<file path="src/rtl/vic_pkg.sv">
// Constants, encodings and helper functions shared by the interrupt controller files.
// Behaviour
// - Fourteen sources, each set to low or high priority.
// - A valid source condition sets that source's pending flag.
// - Pending flags set even when disabled; disabled flags are ignored.
// - Enabled pending source raises a request; call happens at instruction end.
// - Return resumes the instruction that would have run next.
// - Per-source enables count only while the global enable is one.
// - Global enable zero blocks every request.
// - Request posted during enable clear, single-cycle follower: may be taken.
// - Request posted during enable clear, multi-cycle follower: not taken.
// - Some flags cleared by hardware on vectoring; others by software.
// - Flag still set after return: new request, one instruction runs first.
// - High preempts low, high never preempted, fixed order breaks ties.
// - Requests sampled every cycle; one detect cycle then five call cycles.
// - Fixed vector per source; reset zero, first source at three, the rest eight apart.
// - Equal or higher routine in service makes new requests wait.
`default_nettype none

package vic_pkg;
   localparam int NUM_SRC = 14;
   localparam int SRC_W = 4;
   localparam int VEC_W = 16;
   localparam int DATA_W = 32;
   localparam int ADDR_W = 8;
   localparam int SRC_PER_EN = 7;
   localparam int EVT_W = 3;

   localparam logic [ADDR_W-1:0] OFS_PEND = 8'h00;
   localparam logic [ADDR_W-1:0] OFS_PEND_SET = 8'h04;
   localparam logic [ADDR_W-1:0] OFS_EN_A = 8'h08;
   localparam logic [ADDR_W-1:0] OFS_EN_B = 8'h0c;
   localparam logic [ADDR_W-1:0] OFS_PRIO = 8'h10;
   localparam logic [ADDR_W-1:0] OFS_STATUS = 8'h14;
   localparam logic [ADDR_W-1:0] OFS_EVT = 8'h18;
   localparam logic [ADDR_W-1:0] OFS_EVT_MASK = 8'h1c;

   localparam int GIE_BIT = 7;
   localparam int ST_SVC_LO_BIT = 0;
   localparam int ST_SVC_HI_BIT = 1;
   localparam int ST_RACE_BIT = 2;
   localparam int ST_HOLD_BIT = 3;
   localparam int ST_SRC_LSB = 16;

   localparam int EVT_TAKEN = 0;
   localparam int EVT_RETURN = 1;
   localparam int EVT_DROP = 2;

   localparam logic [NUM_SRC-1:0] HW_CLEAR_MASK = 14'h000f;
   localparam int EXT0_SRC = 0;
   localparam int EXT1_SRC = 2;

   localparam logic [VEC_W-1:0] RESET_VECTOR = 16'h0000;
   localparam logic [VEC_W-1:0] FIRST_VECTOR = 16'h0003;
   localparam logic [VEC_W-1:0] VECTOR_STRIDE = 16'h0008;

   localparam int CALL_CYCLES = 5;
   localparam int CNT_W = 3;
   localparam logic [CNT_W-1:0] CALL_LAST = CNT_W'(CALL_CYCLES - 1);

   typedef enum logic {ST_RUN, ST_CALL} ctl_e;

   function automatic logic [SRC_W-1:0] first_index(input logic [NUM_SRC-1:0] v);
      logic [SRC_W-1:0] r;
      r = '0;
      for (int i = NUM_SRC - 1; i >= 0; i--)
      begin
         if (v[i])
         begin
            r = SRC_W'(i);
         end
      end
      return r;
   endfunction

   function automatic logic [VEC_W-1:0] vec_of(input logic [SRC_W-1:0] idx);
      logic [VEC_W-1:0] r;
      r = FIRST_VECTOR + VEC_W'(VECTOR_STRIDE * VEC_W'(idx));
      return r;
   endfunction
endpackage

`default_nettype wire

</file>
<file path="src/rtl/vic_top.sv">
// Vectored interrupt controller with an Avalon-MM register port and a core handshake.
//
// The address map and the Avalon-MM slave port are this design's own decisions.
`default_nettype none

module vic_top (
   input wire logic clk_sys,
   input wire logic rstn,
   input wire logic ce,
   input wire logic [vic_pkg::ADDR_W-1:0] avs_address,
   input wire logic avs_read,
   input wire logic avs_write,
   input wire logic [vic_pkg::DATA_W-1:0] avs_writedata,
   output logic [vic_pkg::DATA_W-1:0] avs_readdata,
   output logic avs_waitrequest,
   input wire logic [vic_pkg::NUM_SRC-1:0] src_flag_set,
   input wire logic [1:0] ext_pin,
   input wire logic instr_done,
   input wire logic instr_multi,
   input wire logic ret_done,
   output logic irq_req,
   output logic [vic_pkg::SRC_W-1:0] irq_source,
   output logic [vic_pkg::VEC_W-1:0] irq_vector,
   output logic vec_call,
   output logic call_busy,
   output logic irq
);
   // Register state.
   logic [vic_pkg::NUM_SRC-1:0] pend, next_pend;
   logic [vic_pkg::SRC_PER_EN:0] en_a, next_en_a;
   logic [vic_pkg::SRC_PER_EN-1:0] en_b, next_en_b;
   logic [vic_pkg::NUM_SRC-1:0] prio, next_prio;
   logic [vic_pkg::EVT_W-1:0] evt, next_evt;
   logic [vic_pkg::EVT_W-1:0] evt_mask, next_evt_mask;
   logic [vic_pkg::DATA_W-1:0] next_readdata;
   logic next_waitrequest, next_irq;

   // Core sequencing state.
   vic_pkg::ctl_e ctl, next_ctl;
   logic [vic_pkg::CNT_W-1:0] cnt, next_cnt;
   logic svc_hi, next_svc_hi, svc_lo, next_svc_lo;
   logic posted, next_posted, posted_hi, next_posted_hi;
   logic [vic_pkg::SRC_W-1:0] posted_idx, next_posted_idx;
   logic race, next_race, hold_one, next_hold_one;
   logic [1:0] ext_prev, next_ext_prev;
   logic next_irq_req, next_vec_call, next_call_busy;
   logic [vic_pkg::SRC_W-1:0] next_irq_source;
   logic [vic_pkg::VEC_W-1:0] next_irq_vector;

   // Combinational helpers.
   logic [1:0] ext_s;
   logic gie;
   logic [vic_pkg::NUM_SRC-1:0] en_vec, live;
   logic valid_hi, valid_lo, hi_ok, lo_ok, live_any, take, drop;
   logic [vic_pkg::SRC_W-1:0] idx_hi, idx_lo;
   logic bus_wr, bus_rd, en_cleared;
   logic [vic_pkg::NUM_SRC-1:0] ext_set;

   vic_sync #(.W(2)) u_sync (
      .clk_sys(clk_sys),
      .rstn(rstn),
      .ce(ce),
      .d(ext_pin),
      .q(ext_s)
   );

   vic_arbiter u_arb (
      .live(live),
      .prio_hi(prio),
      .valid_hi(valid_hi),
      .idx_hi(idx_hi),
      .valid_lo(valid_lo),
      .idx_lo(idx_lo)
   );

   always_comb
   begin
      gie = en_a[vic_pkg::GIE_BIT];
      en_vec = {en_b, en_a[vic_pkg::SRC_PER_EN-1:0]};
      // Flags stay pending while disabled; they simply drop out of arbitration here.
      live = pend & en_vec & {vic_pkg::NUM_SRC{gie}};
      // A high-level routine blocks everything, a low-level one blocks only low requests.
      hi_ok = valid_hi && !svc_hi;
      lo_ok = valid_lo && !svc_hi && !svc_lo;
      live_any = hi_ok || lo_ok;
      bus_wr = avs_write && !avs_waitrequest;
      bus_rd = avs_read && !avs_waitrequest;
      en_cleared = bus_wr &&
         (((avs_address == vic_pkg::OFS_EN_A) && |(en_a & ~avs_writedata[vic_pkg::SRC_PER_EN:0])) ||
          ((avs_address == vic_pkg::OFS_EN_B) && |(en_b & ~avs_writedata[vic_pkg::SRC_PER_EN-1:0])));
      // The request sampled before an enable was cleared survives a single-cycle follower only.
      take = (ctl == vic_pkg::ST_RUN) && instr_done && !hold_one && posted &&
         (live_any || (race && !instr_multi));
      drop = (ctl == vic_pkg::ST_RUN) && instr_done && !hold_one && posted &&
         !live_any && race && instr_multi;
      ext_set = '0;
      ext_set[vic_pkg::EXT0_SRC] = ext_s[0] && !ext_prev[0];
      ext_set[vic_pkg::EXT1_SRC] = ext_s[1] && !ext_prev[1];
   end

   // Register file, pending flags, bus answer and interrupt output.
   always_comb
   begin
      next_pend = pend;
      next_en_a = en_a;
      next_en_b = en_b;
      next_prio = prio;
      next_evt = evt;
      next_evt_mask = evt_mask;
      next_ext_prev = ext_s;
      next_readdata = avs_readdata;
      // One wait cycle, then the request is taken on the edge where waitrequest is low.
      next_waitrequest = !((avs_read || avs_write) && avs_waitrequest);
      if ((avs_read || avs_write) && avs_waitrequest)
      begin
         next_readdata = '0;
         unique case (avs_address)
            vic_pkg::OFS_PEND: next_readdata = vic_pkg::DATA_W'(pend);
            vic_pkg::OFS_EN_A: next_readdata = vic_pkg::DATA_W'(en_a);
            vic_pkg::OFS_EN_B: next_readdata = vic_pkg::DATA_W'(en_b);
            vic_pkg::OFS_PRIO: next_readdata = vic_pkg::DATA_W'(prio);
            vic_pkg::OFS_STATUS:
            begin
               next_readdata[vic_pkg::ST_SVC_LO_BIT] = svc_lo;
               next_readdata[vic_pkg::ST_SVC_HI_BIT] = svc_hi;
               next_readdata[vic_pkg::ST_RACE_BIT] = race;
               next_readdata[vic_pkg::ST_HOLD_BIT] = hold_one;
               next_readdata[vic_pkg::ST_SRC_LSB +: vic_pkg::SRC_W] = posted_idx;
            end
            vic_pkg::OFS_EVT: next_readdata = vic_pkg::DATA_W'(evt);
            vic_pkg::OFS_EVT_MASK: next_readdata = vic_pkg::DATA_W'(evt_mask);
            default: next_readdata = '0;
         endcase
         if (avs_write)
         begin
            next_readdata = '0;
         end
      end
      if (bus_wr)
      begin
         unique case (avs_address)
            vic_pkg::OFS_PEND: next_pend = next_pend & ~avs_writedata[vic_pkg::NUM_SRC-1:0];
            vic_pkg::OFS_EN_A: next_en_a = avs_writedata[vic_pkg::SRC_PER_EN:0];
            vic_pkg::OFS_EN_B: next_en_b = avs_writedata[vic_pkg::SRC_PER_EN-1:0];
            vic_pkg::OFS_PRIO: next_prio = avs_writedata[vic_pkg::NUM_SRC-1:0];
            vic_pkg::OFS_EVT: next_evt = next_evt & ~avs_writedata[vic_pkg::EVT_W-1:0];
            vic_pkg::OFS_EVT_MASK: next_evt_mask = avs_writedata[vic_pkg::EVT_W-1:0];
            default: next_pend = next_pend;
         endcase
      end
      if (take)
      begin
         next_pend[posted_idx] = next_pend[posted_idx] & ~vic_pkg::HW_CLEAR_MASK[posted_idx];
      end
      // Sets are applied last so a flag raised in its clearing cycle is kept.
      next_pend = next_pend | src_flag_set | ext_set;
      if (bus_wr && (avs_address == vic_pkg::OFS_PEND_SET))
      begin
         next_pend = next_pend | avs_writedata[vic_pkg::NUM_SRC-1:0];
      end
      next_evt[vic_pkg::EVT_TAKEN] = next_evt[vic_pkg::EVT_TAKEN] | take;
      next_evt[vic_pkg::EVT_RETURN] = next_evt[vic_pkg::EVT_RETURN] | ret_done;
      next_evt[vic_pkg::EVT_DROP] = next_evt[vic_pkg::EVT_DROP] | drop;
      next_irq = |(evt & evt_mask);
   end

   always_ff @(posedge clk_sys or negedge rstn)
   begin
      if (!rstn)
      begin
         pend <= '0;
         en_a <= '0;
         en_b <= '0;
         prio <= '0;
         evt <= '0;
         evt_mask <= '0;
         ext_prev <= '0;
         avs_readdata <= '0;
         avs_waitrequest <= 1'b1;
         irq <= 1'b0;
      end
      else if (ce)
      begin
         pend <= next_pend;
         en_a <= next_en_a;
         en_b <= next_en_b;
         prio <= next_prio;
         evt <= next_evt;
         evt_mask <= next_evt_mask;
         ext_prev <= next_ext_prev;
         avs_readdata <= next_readdata;
         avs_waitrequest <= next_waitrequest;
         irq <= next_irq;
      end
   end

   // Core handshake: sampling, vectoring, service levels and return handling.
   always_comb
   begin
      next_ctl = ctl;
      next_cnt = cnt;
      next_svc_hi = svc_hi;
      next_svc_lo = svc_lo;
      next_hold_one = hold_one;
      next_race = race;
      next_vec_call = 1'b0;
      next_irq_vector = irq_vector;
      next_irq_source = irq_source;
      // Sampled every cycle; this register is the one detect cycle before the call.
      next_posted = live_any;
      next_posted_hi = hi_ok;
      next_posted_idx = hi_ok ? idx_hi : idx_lo;
      if (en_cleared && posted)
      begin
         // Keep the stale request alive until the next instruction boundary.
         next_race = 1'b1;
         next_posted = 1'b1;
         next_posted_hi = posted_hi;
         next_posted_idx = posted_idx;
      end
      else if (race && !instr_done)
      begin
         next_posted = posted;
         next_posted_hi = posted_hi;
         next_posted_idx = posted_idx;
      end
      if (instr_done)
      begin
         next_race = 1'b0;
         // The instruction after a return always runs before any new call.
         next_hold_one = 1'b0;
      end
      if (ret_done)
      begin
         next_hold_one = 1'b1;
         if (svc_hi)
         begin
            next_svc_hi = 1'b0;
         end
         else
         begin
            next_svc_lo = 1'b0;
         end
      end
      unique case (ctl)
         vic_pkg::ST_RUN:
         begin
            if (take)
            begin
               next_ctl = vic_pkg::ST_CALL;
               next_cnt = vic_pkg::CALL_LAST;
               next_vec_call = 1'b1;
               next_irq_source = posted_idx;
               next_irq_vector = vic_pkg::vec_of(posted_idx);
               next_race = 1'b0;
               next_posted = 1'b0;
               if (posted_hi)
               begin
                  next_svc_hi = 1'b1;
               end
               else
               begin
                  next_svc_lo = 1'b1;
               end
            end
         end
         vic_pkg::ST_CALL:
         begin
            next_posted = 1'b0;
            next_cnt = cnt - 1'b1;
            if (cnt == '0)
            begin
               next_ctl = vic_pkg::ST_RUN;
            end
         end
      endcase
      next_call_busy = (next_ctl == vic_pkg::ST_CALL);
      next_irq_req = next_posted && (next_ctl == vic_pkg::ST_RUN) && !next_hold_one;
      if (next_irq_req)
      begin
         next_irq_source = next_posted_idx;
         next_irq_vector = vic_pkg::vec_of(next_posted_idx);
      end
   end

   always_ff @(posedge clk_sys or negedge rstn)
   begin
      if (!rstn)
      begin
         ctl <= vic_pkg::ST_RUN;
         cnt <= '0;
         svc_hi <= 1'b0;
         svc_lo <= 1'b0;
         posted <= 1'b0;
         posted_hi <= 1'b0;
         posted_idx <= '0;
         race <= 1'b0;
         hold_one <= 1'b0;
         irq_req <= 1'b0;
         irq_source <= '0;
         irq_vector <= vic_pkg::RESET_VECTOR;
         vec_call <= 1'b0;
         call_busy <= 1'b0;
      end
      else if (ce)
      begin
         ctl <= next_ctl;
         cnt <= next_cnt;
         svc_hi <= next_svc_hi;
         svc_lo <= next_svc_lo;
         posted <= next_posted;
         posted_hi <= next_posted_hi;
         posted_idx <= next_posted_idx;
         race <= next_race;
         hold_one <= next_hold_one;
         irq_req <= next_irq_req;
         irq_source <= next_irq_source;
         irq_vector <= next_irq_vector;
         vec_call <= next_vec_call;
         call_busy <= next_call_busy;
      end
   end

   // Checks. Assertion attempts are dropped while the clock enable is low; the covers ignore it.
   chk_global_gate: assert property (@(posedge clk_sys) disable iff (!rstn || !ce)
      !gie && !race |=> !posted)
      else $error("request posted while global enable low");
   chk_call_length: assert property (@(posedge clk_sys) disable iff (!rstn || !ce)
      vec_call |-> call_busy [*5] ##1 !call_busy)
      else $error("call phase not five cycles");
   chk_vector_map: assert property (@(posedge clk_sys) disable iff (!rstn || !ce)
      vec_call |-> irq_vector == vic_pkg::vec_of(irq_source))
      else $error("vector does not match source");
   chk_high_no_preempt: assert property (@(posedge clk_sys) disable iff (!rstn || !ce)
      svc_hi && !ret_done |=> !vec_call)
      else $error("high-level routine preempted");
   chk_return_hold: assert property (@(posedge clk_sys) disable iff (!rstn || !ce)
      ret_done |=> !vec_call ##1 !vec_call)
      else $error("call made right after return");
   chk_flag_set: assert property (@(posedge clk_sys) disable iff (!rstn || !ce)
      |src_flag_set |=> (pend & $past(src_flag_set)) == $past(src_flag_set))
      else $error("pending flag not set");
   chk_race_multi: assert property (@(posedge clk_sys) disable iff (!rstn || !ce)
      drop |=> !vec_call && !call_busy)
      else $error("stale request taken before multi-cycle instruction");
   chk_race_single: assert property (@(posedge clk_sys) disable iff (!rstn || !ce)
      ctl == vic_pkg::ST_RUN && instr_done && !instr_multi && race && posted && !hold_one |=> vec_call)
      else $error("stale request lost before single-cycle instruction");
   chk_bus_wait: assert property (@(posedge clk_sys) disable iff (!rstn || !ce)
      (avs_read || avs_write) && avs_waitrequest |=> !avs_waitrequest)
      else $error("bus answer late");
   chk_winner_vec: assert property (@(posedge clk_sys) disable iff (!rstn || !ce)
      irq_req |-> irq_vector == vic_pkg::vec_of(irq_source) && !call_busy)
      else $error("presented vector not the winner's");

   cov_take: cover property (@(posedge clk_sys) disable iff (!rstn) vec_call);
   cov_preempt: cover property (@(posedge clk_sys) disable iff (!rstn) svc_lo && vec_call && svc_hi);
   cov_reentry: cover property (@(posedge clk_sys) disable iff (!rstn) ret_done ##[1:20] vec_call);
   cov_drop: cover property (@(posedge clk_sys) disable iff (!rstn) drop);
endmodule

`default_nettype wire

</file>
<file path="src/rtl/vic_sync.sv">
// Two-flop synchroniser for the external interrupt pins.
`default_nettype none

module vic_sync #(
   parameter int W = 2
) (
   input wire logic clk_sys,
   input wire logic rstn,
   input wire logic ce,
   input wire logic [W-1:0] d,
   output logic [W-1:0] q
);
   logic [W-1:0] meta;

   always_ff @(posedge clk_sys or negedge rstn)
   begin
      if (!rstn)
      begin
         meta <= '0;
         q <= '0;
      end
      else if (ce)
      begin
         meta <= d;
         q <= meta;
      end
   end
endmodule

`default_nettype wire

</file>
<file path="src/rtl/vic_arbiter.sv">
// Priority resolver: best high-level and best low-level candidate by fixed order.
`default_nettype none

module vic_arbiter (
   input wire logic [vic_pkg::NUM_SRC-1:0] live,
   input wire logic [vic_pkg::NUM_SRC-1:0] prio_hi,
   output logic valid_hi,
   output logic [vic_pkg::SRC_W-1:0] idx_hi,
   output logic valid_lo,
   output logic [vic_pkg::SRC_W-1:0] idx_lo
);
   logic [vic_pkg::NUM_SRC-1:0] cand_hi;
   logic [vic_pkg::NUM_SRC-1:0] cand_lo;

   always_comb
   begin
      cand_hi = live & prio_hi;
      cand_lo = live & ~prio_hi;
      valid_hi = |cand_hi;
      valid_lo = |cand_lo;
      // Lower index wins among equal levels.
      idx_hi = vic_pkg::first_index(cand_hi);
      idx_lo = vic_pkg::first_index(cand_lo);
   end
endmodule

`default_nettype wire

</file>
<file path="config.mk">
export PLATFORM = sky130hd
export DESIGN_NAME = vic_top
export DESIGN_NICKNAME = d
export VERILOG_FILES = /design/src/rtl/vic_pkg.sv /design/src/rtl/vic_top.sv /design/src/rtl/vic_sync.sv /design/src/rtl/vic_arbiter.sv
export SDC_FILE = /design/constraint.sdc
export NUM_CORES = 1
export LEC_CHECK = 0
export BUFFER_PORTS_ARGS = -buffer_cell sky130_fd_sc_hd__buf_4
export CORE_MARGIN = 4
export CORE_UTILIZATION = 30
export CTS_CLUSTER_SIZE = 10
export DETAILED_ROUTE_END_ITERATION = 10
export PLACE_DENSITY = 0.57
export SETUP_SLACK_MARGIN = 0.05
export SLEW_MARGIN = 20
export SYNTH_ARGS = -nofsm -noshare
export SYNTH_HDL_FRONTEND = slang
export SYNTH_SLANG_ARGS = --single-unit
</file>
<file path="constraint.sdc">
create_clock -name clk_sys -period 3.55 [get_ports clk_sys]
set_input_delay 0.1775 -clock clk_sys [delete_from_list [all_inputs] [get_ports clk_sys]]
set_output_delay 0.1775 -clock clk_sys [all_outputs]
set_load 0.01 [all_outputs]
</file>
[Word-level counts from Yosys, hierarchy flattened]
Memory sizes are Yosys's and may differ from the RTL's.
Cells that the tools add are included.
Operators by class
  equal/unequal tests: 9
  $lt $le $gt $ge: 2
  reduce and logical (&&, ||, !) cells: 55
  $add $sub $neg: 3
  mux-type cells: 78
  bitwise gates (word level): 26
Operator list (number)
  two-way mux 4 bit: 35
  bitwise AND 14 bit: 5
  two-way mux 14 bit: 4
  two-way mux 16 bit: 3
  one-hot mux 10 bit (4 select lines): 1
  equality test 8 x 5 -> 1 bit, second input constant: 4
  inverter 14 bit: 2
  OR 14 bit: 2
  one-hot mux 4 bit (7 select lines): 1
  OR reduction 14 bit: 2
  logical AND 1 bit: 24
  two-way mux 1 bit: 24
  two-way mux 20 bit: 1
  AND reduction 3 bit: 6
  adder 2 x 7 -> 8 bit, first input constant: 2
  equality test 8 x 4 -> 1 bit, second input constant: 2
  bitwise mux 14 bit: 1
  OR 14 x 3 -> 14 bit: 1
  logical NOT 1 bit: 11
  two-way mux 3 bit: 3
  bitwise AND 8 bit: 1
  equality test 8 x 3 -> 1 bit, second input constant: 1
  logical NOT 8 bit: 1
  inverter 8 bit: 1
  23 further kinds: 35
Storage, ports and cells
  bits of input ports: 64
  memories: 1
  register bits: 125
  output and inout port bits: 57
  ROM bits: 16
  logic and storage cells: 199
Memory list
  (name not given): depth 16, bits a word 1, rd ports 1, clocked after Yosys merged registers in 0, write ports 0, RTL line vic_top.sv:153  | next_pend[posted_idx] = next_pend[posted_idx] & ~vic_pkg::HW_CLEAR_MASK[posted_idx];

[Longest topological paths before layout]
  depth after elaboration: 22
  mapped depth: 11
  gate-level depth less buffers: 7

[Modules after synthesis]
Synthesis repeated with hierarchy kept, for this count alone.
Unflattened totals
  cells, all modules: 577
  area, all modules: 5500.3 um2
Modules (own cells, without submodules)
  vic_top: area each 4844.6 um2, seq. area each 2303.5 um2, cells each 491, instances 1
  vic_arbiter: area each 510.5 um2, seq. area each 0.0 um2, cells each 78, instances 1
  vic_sync: area each 145.1 um2, seq. area each 100.1 um2, cells each 8, instances 1

[Worst setup path before layout]
No wires, ideal clock.
  kind: register to register
  from: register en_a[7] (netlist name)
  to: register irq_source[1] (netlist name)
  setup time: 125 ps
  arrival: 2568 ps
  stages on the path, launching flop included: 9
  path slack: 858 ps
  buffers on the path: 1
  required time: 3425 ps
  clock period less this slack: 2692 ps
  cell sequence: dfrtp_1 > buf_6 > and4b_4 > or4_4 > o41ai_4 > a31oi_2 > nand2_1 > o21a_2 > mux2_2
On the way
  longest elaborated chain between the ends: 19
  elaborated cells on any way between the ends: 59
  classes of those cells: eq/ne (1); mux (36); bitwise (5); reduce/logical (17)
RTL lines
  start, declared: RTL line vic_top.sv:30  | logic [vic_pkg::SRC_PER_EN:0] en_a, next_en_a;
  start signal, assigned: RTL line vic_top.sv:185  | en_a <= next_en_a;
  bitwise AND 14 bit: RTL line vic_top.sv:81  | live = pend & en_vec & {vic_pkg::NUM_SRC{gie}};
  bitwise AND 14 bit (on tied branches): RTL line vic_arbiter.sv:18, vic_arbiter.sv:17
  two-way mux 4 bit (13 in a row): RTL line vic_pkg.sv:68  | if (v[i])
  two-way mux 4 bit: RTL line vic_top.sv:212  | next_posted_idx = hi_ok ? idx_hi : idx_lo;
  two-way mux 4 bit: RTL line vic_top.sv:221  | else if (race && !instr_done)
  two-way mux 4 bit: RTL line vic_top.sv:213  | if (en_cleared && posted)
  two-way mux 4 bit: RTL line vic_top.sv:279  | if (next_irq_req)
  end signal, assigned: RTL line vic_top.sv:317  | irq_source <= next_irq_source;
  end, declared: RTL line vic_top.sv:22  | output logic [vic_pkg::SRC_W-1:0] irq_source,
Parallel ways exist; a longest one is shown, timed or not.
A chain may end at the register's enable or synchronous reset.

[Worst setup path after layout]
  from: register en_a[7] (netlist name)
  to: register irq_source[3] (netlist name)
On the way
  longest elaborated chain between the ends: 20
  elaborated cells on any way between the ends: 61
  classes of those cells: eq/ne (1); mux (38); bitwise (5); reduce/logical (17)
RTL lines (RTL line)
  bitwise AND 14 bit: vic_top.sv:81
  bitwise AND 14 bit (on tied branches): vic_arbiter.sv:18, vic_arbiter.sv:17
  two-way mux 4 bit (14 in a row): vic_pkg.sv:68
  two-way mux 4 bit: vic_top.sv:212
  two-way mux 4 bit: vic_top.sv:221
  two-way mux 4 bit: vic_top.sv:213
  two-way mux 4 bit: vic_top.sv:279
Parallel ways exist; a longest one is shown, timed or not.

==> impl_metrics.py <==
metrics = {
    "synthesis": {
        "yosysUniqueCellTypes": 62,
        "ys.warnings.count": 0,
        "synth.avg_cell_area_um2": 9.43,
        "ys_ff_latch": 96,
        "synth_cells": 581,
        "async_reset_ff_share_pct": 100,
        "synth_area_um2": 5480,
        "synthFlopType": "dfrtp_1",
        "synth_edf_count": 0,
        "ys_seq_area_share_pct": 43.8,
    },
    "setup_path": {
        "cp-end-kind": "flip-flop",
        "startpoint_type": "flip-flop",
        "crit_family": "compound AO/OA/AOI/OAI gates",
        "slowest_stage": "o41ai_4",
        "path_common_cell": "nand4_1",
        "cp_data_arrival_time_ns": 3.36,
        "required_ns": 3.79,
        "worst-path-buf-inv": 1,
        "max_stage_delay_ns": 0.69,
        "critPathMaxFanout": 21,
        "setup.worst_path.class": "flip-flop to flip-flop",
        "worstPathCellList": "buf_4, nand4_1, nand4_1, o41ai_4, a31oi_2, nand2_1, o21a_2, mux2_2",
    },
    "route": {
        "postRouteWirelength_mm": 16.1,
        "drt-pass1-iter-count": 7,
        "drc": 0,
        "drtIter0Drc": 447,
        "ant_nets": 0,
        "num_vias": 4696,
        "viasPerCell": 5.33,
        "routedWlPerCell_um": 18.2,
    },
    "power": {
        "power_mw": 2.31,
        "p_int_mw": 1.73,
        "comb_power_share_pct": 10.7,
        "p_sw_mw": 0.585,
        "swShare_pct": 25.3,
        "p_per_area_nw_per_um2": 359,
        "ir_worst_vdd_v": 0.000203,
        "p_leak_nw": 2.91,
        "clock_power_share_pct": 39.1,
        "seq_power_share_pct": 50.1,
    },
    "worst_hold_path": {
        "hp-class": "primary input to flip-flop",
    },
    "floorplanning": {
        "die_w_um": 143,
        "die_area_um2": 20500,
        "core_um2": 18000,
        "start_util_pct": 30.5,
        "dieHeight_um": 143,
        "std_cell_rows": 49,
        "pin_count": 121,
    },
    "clock_network": {
        "insertion_delay_ns": 0.36,
        "postCtsSetupRepairBufs": 0,
        "cts_resized": 0,
        "cts_hold_buffers": 0,
        "numCtsBuffers": 9,
        "root_buffer": "clkbuf_16",
        "cts_tree": "yes",
        "clkTransAtPathRegs_ns": 0.06,
        "htree_levels": 3,
        "cts.sinks": 96,
        "cts.path.max_buffers": 2,
    },
    "placed_design": {
        "post_dp_cell_area_um2": 6170,
        "gp_congestion": 0.883,
        "dp_hpwl_mm": 12.1,
        "io_buffers": 78,
        "dpl_worst_slack_ns": 0.456,
        "dp_cells": 864,
    },
    "final_layout": {
        "finalNonFillerCells": 881,
        "fill_cells": 1827,
        "area_growth_syn_to_layout_pct": 17.7,
        "final_util_pct": 35.9,
        "final_nets": 713,
        "final_cell_area_um2": 6450,
        "antennaDiodeCount": 0,
        "drive_above_1_share_pct": 24.7,
    },
    "sta": {
        "worst_slew_pin_slew_ns": 0.761,
        "slew_headroom_pct": 48.9,
        "setup_ws_ns": 0.428,
        "max_freq_mhz": 320,
        "clock_skew_ns": 0.0115,
        "setup_viol": 0,
        "rsz0062_at_grt": "false",
        "fin_crit_ns": 3.12,
        "fin_tns_setup_ns": 0,
        "slew_viol_final": 0,
        "fin_crit_sh_pct": 87.9,
        "hold_viol": 0,
        "hold_slack_ns": 0.0173,
    },
    "flow_run": {
        "maxCapViolations": 0,
    },
    "grt": {
        "grt_max_degree": 81,
        "antenna_found_initial": 0,
        "grt_most_used_layer": "met2",
        "met1_usage_pct": 22.4,
        "grt_pass1_vias": 4530,
        "met2_usage_pct": 23.9,
        "gr-usage-met3_pct": 3.92,
        "gr-total-overflow": 0,
        "grt_usage_pct": 15.9,
        "grt_first_pass_wirelength_mm": 25.3,
    },
    "run_status": {
        "status": "finished clean",
    },
}
==> final timing paths <==
check / from / to / slack [ns] / depth (start not counted)
min in group asynchronous: rstn / posted_idx[1] / 0.42 / 2
max in group asynchronous: rstn / prio[12] / 2.41 / 3
min: avs_writedata[8] / pend[8] / 0.02 / 2
min reg2reg: avs_readdata[19] / avs_readdata[19] / 0.48 / 2
max reg2reg: en_a[7] / irq_source[3] / 0.43 / 8
max: en_a[7] / irq_source[3] / 0.43 / 8
==> cells in the final DEF (no fill, tap or decap), types with 4 or more instances in the layout <==
| cell type | instances |
|---|---|
| a21oi_1 | 33 |
| a22oi_1 | 16 |
| a31o_2 | 4 |
| a31oi_1 | 12 |
| and4b_1 | 6 |
| buf_4 | 85 |
| clkbuf_1 | 4 |
| clkbuf_16 | 9 |
| conb_1 | 24 |
| dfrtp_1 | 95 |
| inv_1 | 27 |
| mux2_2 | 47 |
| nand2_1 | 85 |
| nand2b_1 | 8 |
| nand3_1 | 7 |
| nand4_1 | 22 |
| nand4b_1 | 12 |
| nor2_1 | 23 |
| nor2b_1 | 10 |
| nor3_1 | 8 |
| o211ai_1 | 5 |
| o21ai_0 | 43 |
| o22ai_1 | 4 |
==> metal layers <==
| layer | wire [µm] | part of all wire (%) |
|---|---|---|
| met1 | 7430 | 46 |
| met2 | 7130 | 44 |
| met3 | 1210 | 7.5 |
| met4 | 296 | 1.8 |
| met5 | 0 | 0 |
==> cell type report <==
type,instances,area [µm²],area share [%]
Clock buffer,14,254,3.94
Clock inverter,2,16.3,0.252
Inverter,27,101,1.57
Tap cell,229,287,4.44
Multi-Input combinational cell,426,2730,42.3
Timing Repair Buffer,87,659,10.2
Sequential cell,96,2400,37.3
==> power groups by stage <==
stage          logic, mW  registers [mW]  clock network, mW
6_report           0.248            1.16              0.906
5_1_grt            0.279            1.16              0.982
4_1_cts            0.248            1.16              0.937
3_5_place_dp       0.247            1.18                  0
3_3_place_gp       0.239            1.18                  0
2_1_floorplan      0.153            1.17                  0
==> cells by family after synthesis <==
group                      synth area share (%)
muxes                                      10.8
other                                    0.0684
AOI/OAI and AO/OA                          17.9
adders and majority gates                 0.456
DFF                                        43.8
and+or+nand+nor                            18.9
buffers and inverters                      7.94
==> synthesized netlist by cell type, types with 5 or more instances <==
master    number  share of area (%)
nand2b_1       8               0.91
inv_1         27                1.8
o211ai_1       5               0.68
clkbuf_1      18                1.2
nor2_1        23                1.6
a31oi_1       12                1.4
mux2_2        47                9.7
nand3_1        7               0.64
a22oi_1       16                2.2
nand2_1       85                5.8
and4b_1        6                1.1
buf_4         29                4.0
nor3_1         8               0.73
dfrtp_1       95                 43
a21oi_1       33                3.0
o21ai_0       43                3.9
nand4_1       22                2.5
nor2b_1       10                1.1
nand4b_1      12                1.9
==> flip-flops by register name, summed over array words and instances, names as in the netlist, 2 cells and up <==
name / flops
pend: 14
en_a: 8
prio: 14
evt_mask: 3
irq_source: 4
u_sync.q: 2
avs_readdata: 18
u_sync.meta: 2
evt: 3
en_b: 7
cnt: 3
posted_idx: 4
ext_prev: 2
No activity file was read; power rests on OpenSTA's default activity.
